**config.mk**
```make
export PLATFORM = sky130hd
export DESIGN_NAME = adaptor_error_diag_status
export DESIGN_NICKNAME = d
export VERILOG_FILES = /design/src/rtl/adaptor_err_pkg.sv /design/src/rtl/err_timeout_timer.sv /design/src/rtl/adaptor_error_diag_status.sv
export VERILOG_INCLUDE_DIRS = /design/src /design/src/rtl
export SDC_FILE = /design/constraint.sdc
export NUM_CORES = 1
export LEC_CHECK = 0
export BUFFER_PORTS_ARGS = -buffer_cell sky130_fd_sc_hd__buf_2
export CAP_MARGIN = 10
export CORE_MARGIN = 2
export CORE_UTILIZATION = 37
export DETAILED_ROUTE_END_ITERATION = 10
export GPL_TIMING_DRIVEN = 0
export MAX_ROUTING_LAYER = met4
export SLEW_MARGIN = 0
export SYNTH_ARGS = -nofsm -noshare
export SYNTH_HDL_FRONTEND = slang
export SYNTH_HIERARCHICAL = 1
export SYNTH_SLANG_ARGS = --single-unit
```
**constraint.sdc**
```tcl
create_clock -name ref_clk -period 5.08 [get_ports ref_clk]
set_clock_uncertainty 0.15 [all_clocks]
set_input_delay 0.254 -clock ref_clk [delete_from_list [all_inputs] [get_ports ref_clk]]
set_output_delay 0.254 -clock ref_clk [all_outputs]
set_load 0.01 [all_outputs]
```
**src/rtl/adaptor_err_regs.svh**
```systemverilog
// register offsets, field positions and timing counts of the adaptor error and diagnostic block
`ifndef ADAPTOR_ERR_REGS_SVH
`define ADAPTOR_ERR_REGS_SVH

// ****************************************
// register offsets (byte addresses)
// ****************************************
`define OFS_STATUS 12'h008
`define OFS_DIAG 12'h00C
`define OFS_MCAP_A 12'h010
`define OFS_ACAP_A 12'h014
`define OFS_MCAP_B 12'h018
`define OFS_ACAP_B 12'h01C

// ****************************************
// status bit positions
// ****************************************
`define ST_READ_TIMEOUT 10
`define ST_SUBSTITUTE 9
`define ST_CORRECTED 8
`define ST_CMD_ERROR 7
`define ST_CMD_TIMEOUT 6
`define ST_PATH_PARITY 5
`define ST_INVALID_MAP 4
`define ST_MAP_PARITY 3
`define ST_LOST_ERROR 2
`define ST_SELECT_TIMEOUT 1
`define ST_SSYNC_TIMEOUT 0
`define ST_WIDTH 11
`define ST_DMA_GROUP 11'h6F8
`define ST_SW_GROUP 11'h003
`define ST_RESET 11'h000

// ****************************************
// diagnostic bits and control register bits
// ****************************************
`define DG_SPARE 31
`define DG_INTR_IGNORE 30
`define DG_MAP_PAR_DEFEAT 29
`define DG_PATH_PAR_DEFEAT 28
`define DG_LSB 28
`define DG_RESET 4'h0
`define CR_DMA_IRQ_EN 4
`define CR_SW_IRQ_EN 3
`define CR_MAP_DIS_LSB 26
`define MAP_GROUP_SHIFT 4

// ****************************************
// timing: figures in ns, counts rounded up
// ****************************************
`define CLK_PERIOD_NS 20
`define READ_TMO_NS 100000
`define CMD_TMO_NS 100000
`define SELECT_TMO_NS 50000
`define SSYNC_TMO_NS 12800
`define NS_TO_CYC(ns) (((ns) + `CLK_PERIOD_NS - 1) / `CLK_PERIOD_NS)
`define READ_TMO_CYC `NS_TO_CYC(`READ_TMO_NS)
`define CMD_TMO_CYC `NS_TO_CYC(`CMD_TMO_NS)
`define SELECT_TMO_CYC `NS_TO_CYC(`SELECT_TMO_NS)
`define SSYNC_TMO_CYC `NS_TO_CYC(`SSYNC_TMO_NS)

`endif

```
**src/rtl/adaptor_err_pkg.sv**
```systemverilog
// types shared by the adaptor error and diagnostic block
package adaptor_err_pkg;

   // kind of adaptor operation owning the current system-bus command
   typedef enum logic [2:0] {
      OP_DIRECT,
      OP_BUF_READ,
      OP_BUF_WRITE,
      OP_PURGE,
      OP_PREFETCH
   } op_kind_t;

   // register port request
   typedef struct packed {
      logic rd;
      logic wr;
      logic [11:0] addr;
      logic [31:0] wdata;
   } reg_req_t;

   // system-bus responses for the dma side, one-cycle pulses
   typedef struct packed {
      logic cmd_ack;
      logic cmd_err;
      logic rd_data_ok;
      logic rd_substitute;
      logic rd_corrected;
   } sbi_resp_t;

   // dma-side context from the transfer sequencer
   typedef struct packed {
      op_kind_t op;
      logic cmd_sent;
      logic cmd_is_read;
      logic dev_timed_out;
      logic map_check;
      logic [8:0] map_index;
      logic map_valid;
      logic [15:0] map_hi;
      logic [1:0] map_par;
      logic path_check;
      logic [31:0] path_data;
      logic [3:0] path_par;
   } dma_ctx_t;

   // software-initiated transfer context
   typedef struct packed {
      logic npr_issued;
      logic bus_granted;
      logic msyn_start;
      logic ssyn_seen;
      logic [15:0] addr_hi;
   } sw_ctx_t;

endpackage

```
**src/rtl/err_timeout_timer.sv**
```systemverilog
// one restartable timeout counter giving a single expiry pulse
`timescale 1ns/1ps
module err_timeout_timer #(
   parameter int CYCLES = 640,
   parameter int W = 16
) (
   input wire logic ref_clk,
   input wire logic rst,
   input wire logic clr,
   input wire logic start,
   input wire logic stop,
   output logic expired
);

   typedef struct packed {
      logic busy;
      logic [W-1:0] cnt;
      logic expired;
   } tmr_state_t;

   localparam logic [W-1:0] LAST = W'(CYCLES - 1);

   tmr_state_t s_reg;
   tmr_state_t s_next;

   // stop beats start so a reply in the same cycle never arms a stale wait
   always_comb begin
      s_next = s_reg;
      s_next.expired = 1'b0;
      if (clr || stop) begin
         s_next.busy = 1'b0;
         s_next.cnt = '0;
      end else if (start) begin
         s_next.busy = 1'b1;
         s_next.cnt = '0;
      end else if (s_reg.busy) begin
         if (s_reg.cnt == LAST) begin
            s_next.busy = 1'b0;
            s_next.expired = 1'b1;
         end else begin
            s_next.cnt = s_reg.cnt + W'(1);
         end
      end
   end

   always_ff @(posedge ref_clk or posedge rst) begin
      if (rst) begin
         s_reg <= '0;
      end else begin
         s_reg <= s_next;
      end
   end

   assign expired = s_reg.expired;

endmodule // err_timeout_timer

```
**src/rtl/adaptor_error_diag_status.sv**
```systemverilog
// error status, failure capture and diagnostic control of the bus adaptor
//
// Notes on behaviour
// RULE_01 - dma read unanswered 100 us sets read timeout
// RULE_02 - substitute response sets flag, data withheld
// RULE_03 - corrected dma read data sets corrected flag
// RULE_04 - error confirmation sets command error, not prefetch
// RULE_05 - command stuck 100 us sets command timeout
// RULE_06 - buffered path parity error sets path flag
// RULE_07 - unvalidated, undisabled map entry sets invalid flag
// RULE_08 - map upper half parity error sets flag
// RULE_09 - seven dma flags lock each other, freeze entry
// RULE_10 - dma group flag requests interrupt when enabled
// RULE_11 - error while locked sets lost flag, no interrupt
// RULE_12 - no bus mastership 50 us sets select timeout
// RULE_13 - no slave reply 12.8 us sets sync timeout
// RULE_14 - two timeout flags lock; write one clears
// RULE_15 - software group flag interrupts when enabled
// RULE_16 - software timeout freezes failed address capture
// RULE_17 - spare diagnostic bit, cleared by init events
// RULE_18 - diagnostic bit ignores peripheral interrupt requests
// RULE_19 - diagnostic bit zeroes map parity bits checked
// RULE_20 - odd parity per byte plus parity bit
// RULE_21 - diagnostic bit blocks path parity bits checked
// RULE_22 - writing zero leaves error flags unchanged
// RULE_23 - control bit 4 dma, bit 3 software enable
// RULE_24 - interrupt held while enabled and flag set
`timescale 1ns/1ps
`include "adaptor_err_regs.svh"
module adaptor_error_diag_status import adaptor_err_pkg::*; #(
   parameter int READ_TMO_CYC = `READ_TMO_CYC,
   parameter int CMD_TMO_CYC = `CMD_TMO_CYC
) (
   input wire logic ref_clk,
   input wire logic rst,
   input wire logic adaptor_init,
   input wire logic bus_dead,
   input wire logic [31:0] control_reg,
   input wire reg_req_t reg_req,
   input wire sbi_resp_t sbi_resp,
   input wire dma_ctx_t dma_ctx,
   input wire sw_ctx_t sw_ctx,
   output logic [31:0] reg_rdata,
   output logic reg_err,
   output logic dma_err_irq,
   output logic sw_err_irq,
   output logic interrupt_ignore_bit,
   output logic read_data_suppress,
   output logic [8:0] failed_map_entry_capture,
   output logic [15:0] failed_address_capture
);

   // ****************************************
   // state
   // ****************************************
   typedef struct packed {
      // sticky error flags
      logic [`ST_WIDTH-1:0] status;
      logic [3:0] diag;
      // captures freeze while their group is locked
      logic [8:0] mcap;
      logic [15:0] acap;
      logic [31:0] rdata;
      logic err;
      logic dma_irq;
      logic sw_irq;
      logic suppress;
   } blk_state_t;

   blk_state_t s_reg;
   blk_state_t s_next;

   localparam int N_TMR = 4;

   localparam int T_READ = 0;
   localparam int T_CMD = 1;
   localparam int T_SEL = 2;
   localparam int T_SSYN = 3;

   logic init_clr;

   // timer handshakes, one bit per wait
   logic [N_TMR-1:0] tmr_start;
   logic [N_TMR-1:0] tmr_stop;
   logic [N_TMR-1:0] tmr_exp;

   logic [1:0] map_byte_bad;
   logic [3:0] path_byte_bad;
   logic [1:0] map_par_seen;
   logic [3:0] path_par_seen;

   logic map_disabled;
   logic [9:0] map_dis_limit;

   logic [`ST_WIDTH-1:0] dma_ev;
   logic [`ST_WIDTH-1:0] sw_ev;

   logic not_prefetch;
   logic dma_read_op;

   // adaptor init and bus dead act like power-up on the volatile bits
   assign init_clr = adaptor_init | bus_dead; // RULE_17

   assign not_prefetch = (dma_ctx.op != OP_PREFETCH);
   assign dma_read_op = (dma_ctx.op == OP_DIRECT) || (dma_ctx.op == OP_BUF_READ);

   // ****************************************
   // timeout timers
   // ****************************************

   // read data wait: armed once a dma read command is accepted, never for prefetch
   assign tmr_start[T_READ] = sbi_resp.cmd_ack & dma_ctx.cmd_is_read & dma_read_op; // RULE_01
   assign tmr_stop[T_READ] = sbi_resp.rd_data_ok | sbi_resp.rd_substitute | sbi_resp.rd_corrected |
                             dma_ctx.dev_timed_out;

   // command wait: from issue to any confirmation
   assign tmr_start[T_CMD] = dma_ctx.cmd_sent;
   assign tmr_stop[T_CMD] = sbi_resp.cmd_ack | sbi_resp.cmd_err;

   // select wait: npr issued until mastership is won
   assign tmr_start[T_SEL] = sw_ctx.npr_issued; // RULE_12
   assign tmr_stop[T_SEL] = sw_ctx.bus_granted;

   // slave sync wait: data cycle start until the slave answers
   assign tmr_start[T_SSYN] = sw_ctx.msyn_start; // RULE_13
   assign tmr_stop[T_SSYN] = sw_ctx.ssyn_seen;

   // one counter per wait; the two long ones come from module parameters
   genvar gt;

   generate
      for (gt = 0; gt < N_TMR; gt++) begin : g_tmr
         localparam int CYC = (gt == T_READ) ? READ_TMO_CYC :
                              (gt == T_CMD) ? CMD_TMO_CYC :
                              (gt == T_SEL) ? `SELECT_TMO_CYC : `SSYNC_TMO_CYC;

         err_timeout_timer #(
            .CYCLES(CYC),
            .W(16)
         ) u_tmr (
            .ref_clk(ref_clk),
            .rst(rst),
            .clr(init_clr),
            .start(tmr_start[gt]),
            .stop(tmr_stop[gt]),
            .expired(tmr_exp[gt])
         );

      end
   endgenerate

   // ****************************************
   // parity checkers
   // ****************************************

   // map checker: defeat feeds zeros in place of the stored parity bits
   genvar gm;
   generate
      for (gm = 0; gm < 2; gm++) begin : g_map_par

         assign map_par_seen[gm] = dma_ctx.map_par[gm] & ~s_reg.diag[`DG_MAP_PAR_DEFEAT - `DG_LSB]; // RULE_19
         assign map_byte_bad[gm] = ~(^{dma_ctx.map_hi[gm*8 +: 8], map_par_seen[gm]}); // RULE_20
      end
   endgenerate

   // path checker: defeat blocks the stored parity so an even byte fails
   genvar gp;
   generate
      for (gp = 0; gp < 4; gp++) begin : g_path_par

         assign path_par_seen[gp] = dma_ctx.path_par[gp] & ~s_reg.diag[`DG_PATH_PAR_DEFEAT - `DG_LSB]; // RULE_21
         assign path_byte_bad[gp] = ~(^{dma_ctx.path_data[gp*8 +: 8], path_par_seen[gp]}); // RULE_20
      end
   endgenerate

   // ****************************************
   // map disable decode
   // ****************************************

   // the disable field counts groups of sixteen entries starting at zero
   // entries below the limit are ignored, not flagged
   assign map_dis_limit = {1'b0, control_reg[`CR_MAP_DIS_LSB +: 5], 4'h0};
   assign map_disabled = ({1'b0, dma_ctx.map_index} < map_dis_limit);

   // ****************************************
   // error events
   // ****************************************

   always_comb begin
      dma_ev = '0;

      // read data never arrived
      dma_ev[`ST_READ_TIMEOUT] = tmr_exp[T_READ]; // RULE_01

      // substitute response to a dma read
      dma_ev[`ST_SUBSTITUTE] = sbi_resp.rd_substitute & not_prefetch; // RULE_02

      // error confirmation, prefetch excluded
      dma_ev[`ST_CMD_ERROR] = sbi_resp.cmd_err & not_prefetch; // RULE_04

      // command stuck, only for buffered write, purge, or buffered read whose device still waits
      dma_ev[`ST_CMD_TIMEOUT] = tmr_exp[T_CMD] &
                                ((dma_ctx.op == OP_BUF_WRITE) || (dma_ctx.op == OP_PURGE) ||
                                 ((dma_ctx.op == OP_BUF_READ) && !dma_ctx.dev_timed_out)); // RULE_05

      // buffered storage parity during buffered read, write or purge
      dma_ev[`ST_PATH_PARITY] = dma_ctx.path_check & (|path_byte_bad) &
                                ((dma_ctx.op == OP_BUF_READ) || (dma_ctx.op == OP_BUF_WRITE) ||
                                 (dma_ctx.op == OP_PURGE)); // RULE_06

      // disabled entries are not recognised at all, so they raise nothing
      dma_ev[`ST_INVALID_MAP] = dma_ctx.map_check & !map_disabled & !dma_ctx.map_valid &
                                not_prefetch; // RULE_07
      dma_ev[`ST_MAP_PARITY] = dma_ctx.map_check & !map_disabled & (|map_byte_bad) &
                               not_prefetch; // RULE_08
   end

   // software-side timeout events
   always_comb begin
      sw_ev = '0;

      sw_ev[`ST_SELECT_TIMEOUT] = tmr_exp[T_SEL]; // RULE_12
      sw_ev[`ST_SSYNC_TIMEOUT] = tmr_exp[T_SSYN]; // RULE_13
   end

   // ****************************************
   // next state
   // ****************************************
   always_comb begin
      logic dma_locked;
      logic sw_locked;
      logic [`ST_WIDTH-1:0] st;
      logic [3:0] dg;

      dma_locked = |(s_reg.status & `ST_DMA_GROUP);
      sw_locked = |(s_reg.status & `ST_SW_GROUP);

      st = s_reg.status;
      dg = s_reg.diag;
      s_next = s_reg;
      s_next.err = 1'b0;
      s_next.suppress = 1'b0;

      // software clears flags by writing ones; zeros leave them alone
      if (reg_req.wr && (reg_req.addr == `OFS_STATUS)) begin
         st = st & ~reg_req.wdata[`ST_WIDTH-1:0]; // RULE_22 RULE_14
      end

      // diagnostic bits are plain read/write
      if (reg_req.wr && (reg_req.addr == `OFS_DIAG)) begin
         dg = reg_req.wdata[`DG_SPARE:`DG_LSB]; // RULE_17 RULE_18 RULE_19 RULE_21
      end

      // capture registers refuse writes with an error answer
      if (reg_req.wr && ((reg_req.addr == `OFS_MCAP_A) || (reg_req.addr == `OFS_MCAP_B) ||
                         (reg_req.addr == `OFS_ACAP_A) || (reg_req.addr == `OFS_ACAP_B))) begin
         s_next.err = 1'b1;
      end

      // corrected data stands outside the locking group
      if (sbi_resp.rd_corrected && dma_read_op) begin
         st[`ST_CORRECTED] = 1'b1; // RULE_03
      end

      // sets are applied after the clear so an event in the clear cycle survives;
      // locked state is judged on the old flags, so a clear does not unlock early
      if (|dma_ev) begin
         if (!dma_locked) begin
            st = st | dma_ev; // RULE_09
            s_next.mcap = dma_ctx.map_index; // RULE_09
         end else begin
            st[`ST_LOST_ERROR] = 1'b1; // RULE_11
         end
      end

      // second group: a new timeout while one stands is simply dropped
      if ((|sw_ev) && !sw_locked) begin
         st = st | sw_ev; // RULE_14
         s_next.acap = sw_ctx.addr_hi; // RULE_16
      end

      // substitute data is never passed to the waiting device
      s_next.suppress = dma_ev[`ST_SUBSTITUTE]; // RULE_02

      // init and bus dead clear flags and diagnostics, captures hold
      if (init_clr) begin
         st = `ST_RESET;
         dg = `DG_RESET; // RULE_17 RULE_18 RULE_19 RULE_21
      end

      s_next.status = st;
      s_next.diag = dg;

      // interrupt lines track flags and enables; lost and corrected never interrupt
      s_next.dma_irq = control_reg[`CR_DMA_IRQ_EN] & (|(st & `ST_DMA_GROUP)); // RULE_10 RULE_11 RULE_23 RULE_24

      s_next.sw_irq = control_reg[`CR_SW_IRQ_EN] & (|(st & `ST_SW_GROUP)); // RULE_15 RULE_23 RULE_24

      // read data: registered, unmapped offsets answer zero
      if (reg_req.rd) begin
         unique case (reg_req.addr)
            `OFS_STATUS: s_next.rdata = {21'h0, s_reg.status};
            `OFS_DIAG: s_next.rdata = {s_reg.diag, 28'h0};
            `OFS_MCAP_A, `OFS_MCAP_B: s_next.rdata = {23'h0, s_reg.mcap};
            `OFS_ACAP_A, `OFS_ACAP_B: s_next.rdata = {16'h0, s_reg.acap};
            default: s_next.rdata = 32'h0;
         endcase
      end
   end

   // ****************************************
   // state register
   // ****************************************

   // power-up clears everything, captures included
   always_ff @(posedge ref_clk or posedge rst) begin
      if (rst) begin
         s_reg <= '0;
      end else begin
         s_reg <= s_next;
      end
   end

   // ****************************************
   // outputs, all straight from flops
   // ****************************************

   assign reg_rdata = s_reg.rdata;
   assign reg_err = s_reg.err;

   assign dma_err_irq = s_reg.dma_irq;
   assign sw_err_irq = s_reg.sw_irq;

   // the interrupt front end drops peripheral requests while this stands
   assign interrupt_ignore_bit = s_reg.diag[`DG_INTR_IGNORE - `DG_LSB]; // RULE_18

   assign read_data_suppress = s_reg.suppress;

   assign failed_map_entry_capture = s_reg.mcap;
   assign failed_address_capture = s_reg.acap;

endmodule // adaptor_error_diag_status

```
==> Yosys cells after proc, flatten, opt, wreduce, memory -nomap -nowiden <==
Index checks and enable logic that the tools add are counted.
{ "totals": {"regBits": 148, "input_bits": 179, "out_inout_bits": 62, "word_cells": 175} }
{ "op_classes": {"addsub": 4, "magnitude_cmp": 1, "eq_ne": 18, "muxes": 44, "bitwise": 38, "n_reduce_logical": 49} }
{ "op_table": {"columns": ["op", "count"], "rows": [
  ["17-bit two-way mux", 8],
  ["32-bit case mux with 4 select lines", 1],
  ["18-bit two-way mux", 4],
  ["16-bit by 1-bit adder with 16-bit output (second input constant)", 4],
  ["16-bit two-way mux", 4],
  ["9-bit parity", 6],
  ["12-bit by 5-bit equality test with 1-bit output (second input constant)", 4],
  ["11-bit two-way mux", 4],
  ["16-bit by 13-bit equality test with 1-bit output (second input constant)", 2],
  ["12-bit by 4-bit equality test with 1-bit output (second input constant)", 2],
  ["7-bit OR reduction", 3],
  ["1-bit AND", 20],
  ["1-bit two-way mux", 19],
  ["16-bit by 10-bit equality test with 1-bit output (second input constant)", 1],
  ["16-bit by 12-bit equality test with 1-bit output (second input constant)", 1],
  ["1-bit logical OR", 12],
  ["3-bit nonzero test", 4],
  ["2-bit OR reduction", 6],
  ["11-bit AND", 1],
  ["11-bit inverter", 1],
  ["11-bit OR", 1],
  ["11-bit by 2-bit OR with 11-bit output", 1],
  ["2-bit AND reduction", 5],
  ["9-bit less-than comparator", 1],
  ["other kinds (15)", 39]
]} }

==> Depth between registers and ports, before layout <==
{ "depth": {"word_depth": 15, "depth_mapped": 8, "mapped_depth_nobuf": 8} }

==> Hierarchy <==
Netlist, hierarchy kept.
{ "modules_own_cells": {"columns": ["mod", "n_inst", "cells_per_inst", "area_each_um2", "seq_area_each_um2"], "rows": [
  ["adaptor_error_diag_status", 1, 396, 3955.0, 1601.5],
  ["err_timeout_timer at g_tmr[0].u_tmr ...", 2, 105, 1034.7, 450.4],
  ["err_timeout_timer at g_tmr[2].u_tmr", 1, 100, 964.7, 450.4],
  ["err_timeout_timer at g_tmr[3].u_tmr", 1, 97, 959.7, 450.4]
]} }

==> Least setup slack after synthesis <==
No wires, ideal clock.
{ "synth_timing": {"kind": "input-to-reg", "start": "input reg_req[43] in the netlist's numbering", "end": "register s_reg (netlist bit dma_err_irq)", "setup_ns": 0.126, "t_arrival_ns": 1.935, "required_ns": 4.804, "slack_ns": 2.869, "stages": 7, "n_path_buf": 0, "path_cell_list": "nor4_2 -> and4_4 -> nand3b_4 -> a221oi_1 -> nand4_1 -> or3b_1 -> o311a_1"} }
{ "synth_rtl": {"columns": ["element", "line", "rtl"], "rows": [
  ["start: declaration", "adaptor_error_diag_status.sv:39", "input wire reg_req_t reg_req,"],
  ["end signal: assignment", "adaptor_error_diag_status.sv:320", "s_reg <= s_next;"],
  ["end: declaration", "adaptor_error_diag_status.sv:70", "blk_state_t s_reg;"]
]} }

==> metrics <==
outcome=finished clean; Remaining DRCs=0; vias in the first global route=6,431; Max-Cap Viols=0; Distinct cells, synth=70; IO Pins=241; slowest stage delay, CP=610 ps; NumNets Final=1,246; CP max-delay cell=dlygate4sd3_1; gr usage total=19.2%; FP Rows=53; core area=21,000 um^2; sw power=0.675 mW; pwr dens=276 nW/um^2; Post-synth EDFFs=0; Largest register FFs=68; internal power=2.18 mW; post-synth top area cell=dfrtp_1; Initial Util=37.8%; Synth Warn #=6; CTS tree=yes; number of setup buffers added after CTS=0; H-Tree Depth=4; initial antenna violation count=3; Comb pwr share=12.7%; CP Data Arrival Time=2680 ps; minimum clock period=2520 ps; 1st-iter DRT viols=375; Post-Syn Area=7950 um^2; worst path cell trace=or4_4, o41ai_4, a211oi_1, dlygate4sd3_1; Worst IR Drop VDD=237 uV; first-pass GRT wire length=32.8 mm; Die X=151 um; Synth Instances=803; Syn Area/Cell=9.90 um^2; clock share of power=47.8%; CP required=5240 ps; most frequent cells in the layout=188 x buf_2, 136 x dfrtp_1, 71 x nor2_1, 57 x buf_4, 49 x nand2_1; Peak Freq=397 MHz; Hold/Removal Path Class=input port to register; Tcrit/Tclk final=49.6%; Sw Ratio=23.7%; Synth async-reset ratio=100%; CTS Buffer Depth=2; Fillers=1,999; post-synthesis register bit count=136; Max Slew Vio Count=0; clk root buf=clkbuf_16; final setup vio count=0; DP HPWL=15.8 mm; largest net degree at the start of global routing=65; Final GP Congestion=0.851; hold-fix buffers at CTS=41; critical path capture point type=register; clock-pin slew on the worst setup and hold paths=60 ps; 1st-pass router iterations=5; Routed WL=21.2 mm; CTS-repair resized insts=0; Buffers on Ports=184; final core utilization=49.2%; most common cell after layout, fill and taps aside=buf_2; post-synth top area share=42.8%; die height=151 um; Hold Vio Cnt, Final=0; CTS Buf Count=17; area grow syn2layout=30.0%; setup tns final=0 ps; Startpoint Class=register; DR vias=6,716; P_leak=4.74 nW; DR WL/cell=15.7 um; ys flop type=dfrtp_1; Setup Crit Path Kind=register to register; RSZ-0062 raised after global routing=no; via/cell ratio=4.97; Remaining Overflow, GRT=0; sequential fraction of the synthesis area=42.8%; Seq pwr share=39.5%; antenna-violating nets left=0; Clock Sinks=136; Worst-Skew Late Latency=430 ps; worst slew pin tran=981 ps; die area=22,700 um^2; fraction of layout cells with a size suffix above 1=31.7%; slew margin rel.=34.6%; CP max FO=7; Area contributors post-synth=dfrtp_1 43%, buf_4 5.4%, xnor2_1 4.8%, nor2_1 3.4%, mux2_2 2.8%
stage by stage:
stage | std cells | total power, mW | setup slack, ps | area, um^2 | hold slack, ps
after floorplan | 814 | 1.35 | 2870 | 7990 | 42.6
after global placement | 1273 | 1.48 | 2040 | 9260 | 287
after detailed placement | 1273 | 1.49 | 2370 | 9260 | 289
after CTS | 1346 | 2.88 | 2360 | 10300 | 1.45
after global routing | 1350 | 2.97 | 2420 | 10300 | 23.4
final | 1352 | 2.85 | 2560 | 10300 | 2.87
final timing paths:
check	start	end	slack (ps)	depth (start not counted)
setup / recovery	g_tmr[2].u_tmr/s_reg[3]	g_tmr[2].u_tmr/s_reg[17]	2560	4
hold / removal	sbi_resp[0]	s_reg[73]	3	3
setup reg to reg	g_tmr[2].u_tmr/s_reg[3]	g_tmr[2].u_tmr/s_reg[17]	2560	4
hold reg to reg	failed_map_entry_capture[1]	failed_map_entry_capture[1]	370	1
max in group asynchronous	rst	failed_address_capture[7]	3790	3
min in group asynchronous	rst	g_tmr[3].u_tmr/s_reg[3]	410	3
synthesized netlist by cell type, types with 20 or more instances:
cell type	number
o21ai_0	25
inv_1	45
nand2_1	49
nand3_1	35
xor2_1	22
xnor2_1	44
mux2_2	20
dfrtp_1	136
buf_4	57
a21oi_1	33
nand4_1	23
nor2_1	71
power groups by stage:
stage                     Clock (mW)  Sequential [mW]  Combinational (mW)
after floorplan                    0             1.14               0.215
after global placement             0             1.15               0.339
after detailed placement           0             1.15               0.343
after CTS                       1.39             1.13               0.369
after global routing            1.44             1.13               0.397
final                           1.36             1.13               0.362
cell families (layout without fill, tap and decap cells):
kind of cell | count (synthesis) | after routing | synth area share (%)
simple gates | 298 | 298 | 22.1
flops | 136 | 136 | 42.8
compound gates | 128 | 128 | 11.2
buf+inv | 128 | 386 | 9.18
xor+xnor | 72 | 72 | 8.97
mux | 32 | 32 | 4.42
fa+ha+maj | 8 | 8 | 1.26
other cells | 1 | 17 | 0.0472
cell type report:
class | count | area [um^2] | share of cell area [%]
clock buffer | 19 | 443 | 4.29
buffer | 83 | 561 | 5.43
multi-input combinational | 550 | 3860 | 37.3
tap | 275 | 344 | 3.33
clock inverter | 13 | 201 | 1.95
antenna | 5 | 12.5 | 0.121
sequential | 136 | 3400 | 32.9
timing repair buffer | 226 | 1340 | 13.0
inverter | 45 | 171 | 1.66
critical path, delay by kind of cell (launching register included):
family,cells,cell delay [ps]
AOI/OAI and AO/OA,2,640
buffers and inverters,1,610
DFF,1,430
and+or+nand+nor,1,570
layer usage:
layer	track usage, %	vias to the layer above	share of wire (%)	wire (um)
met1	23.3	3205	44	9250
met4	5.75	0	1.6	331
met5	-	-	0	0
met2	32.0	172	49	10400
li1	-	3318	-	-
met3	4.36	21	5.7	1200
No activity file was read; power rests on OpenSTA's default activity.
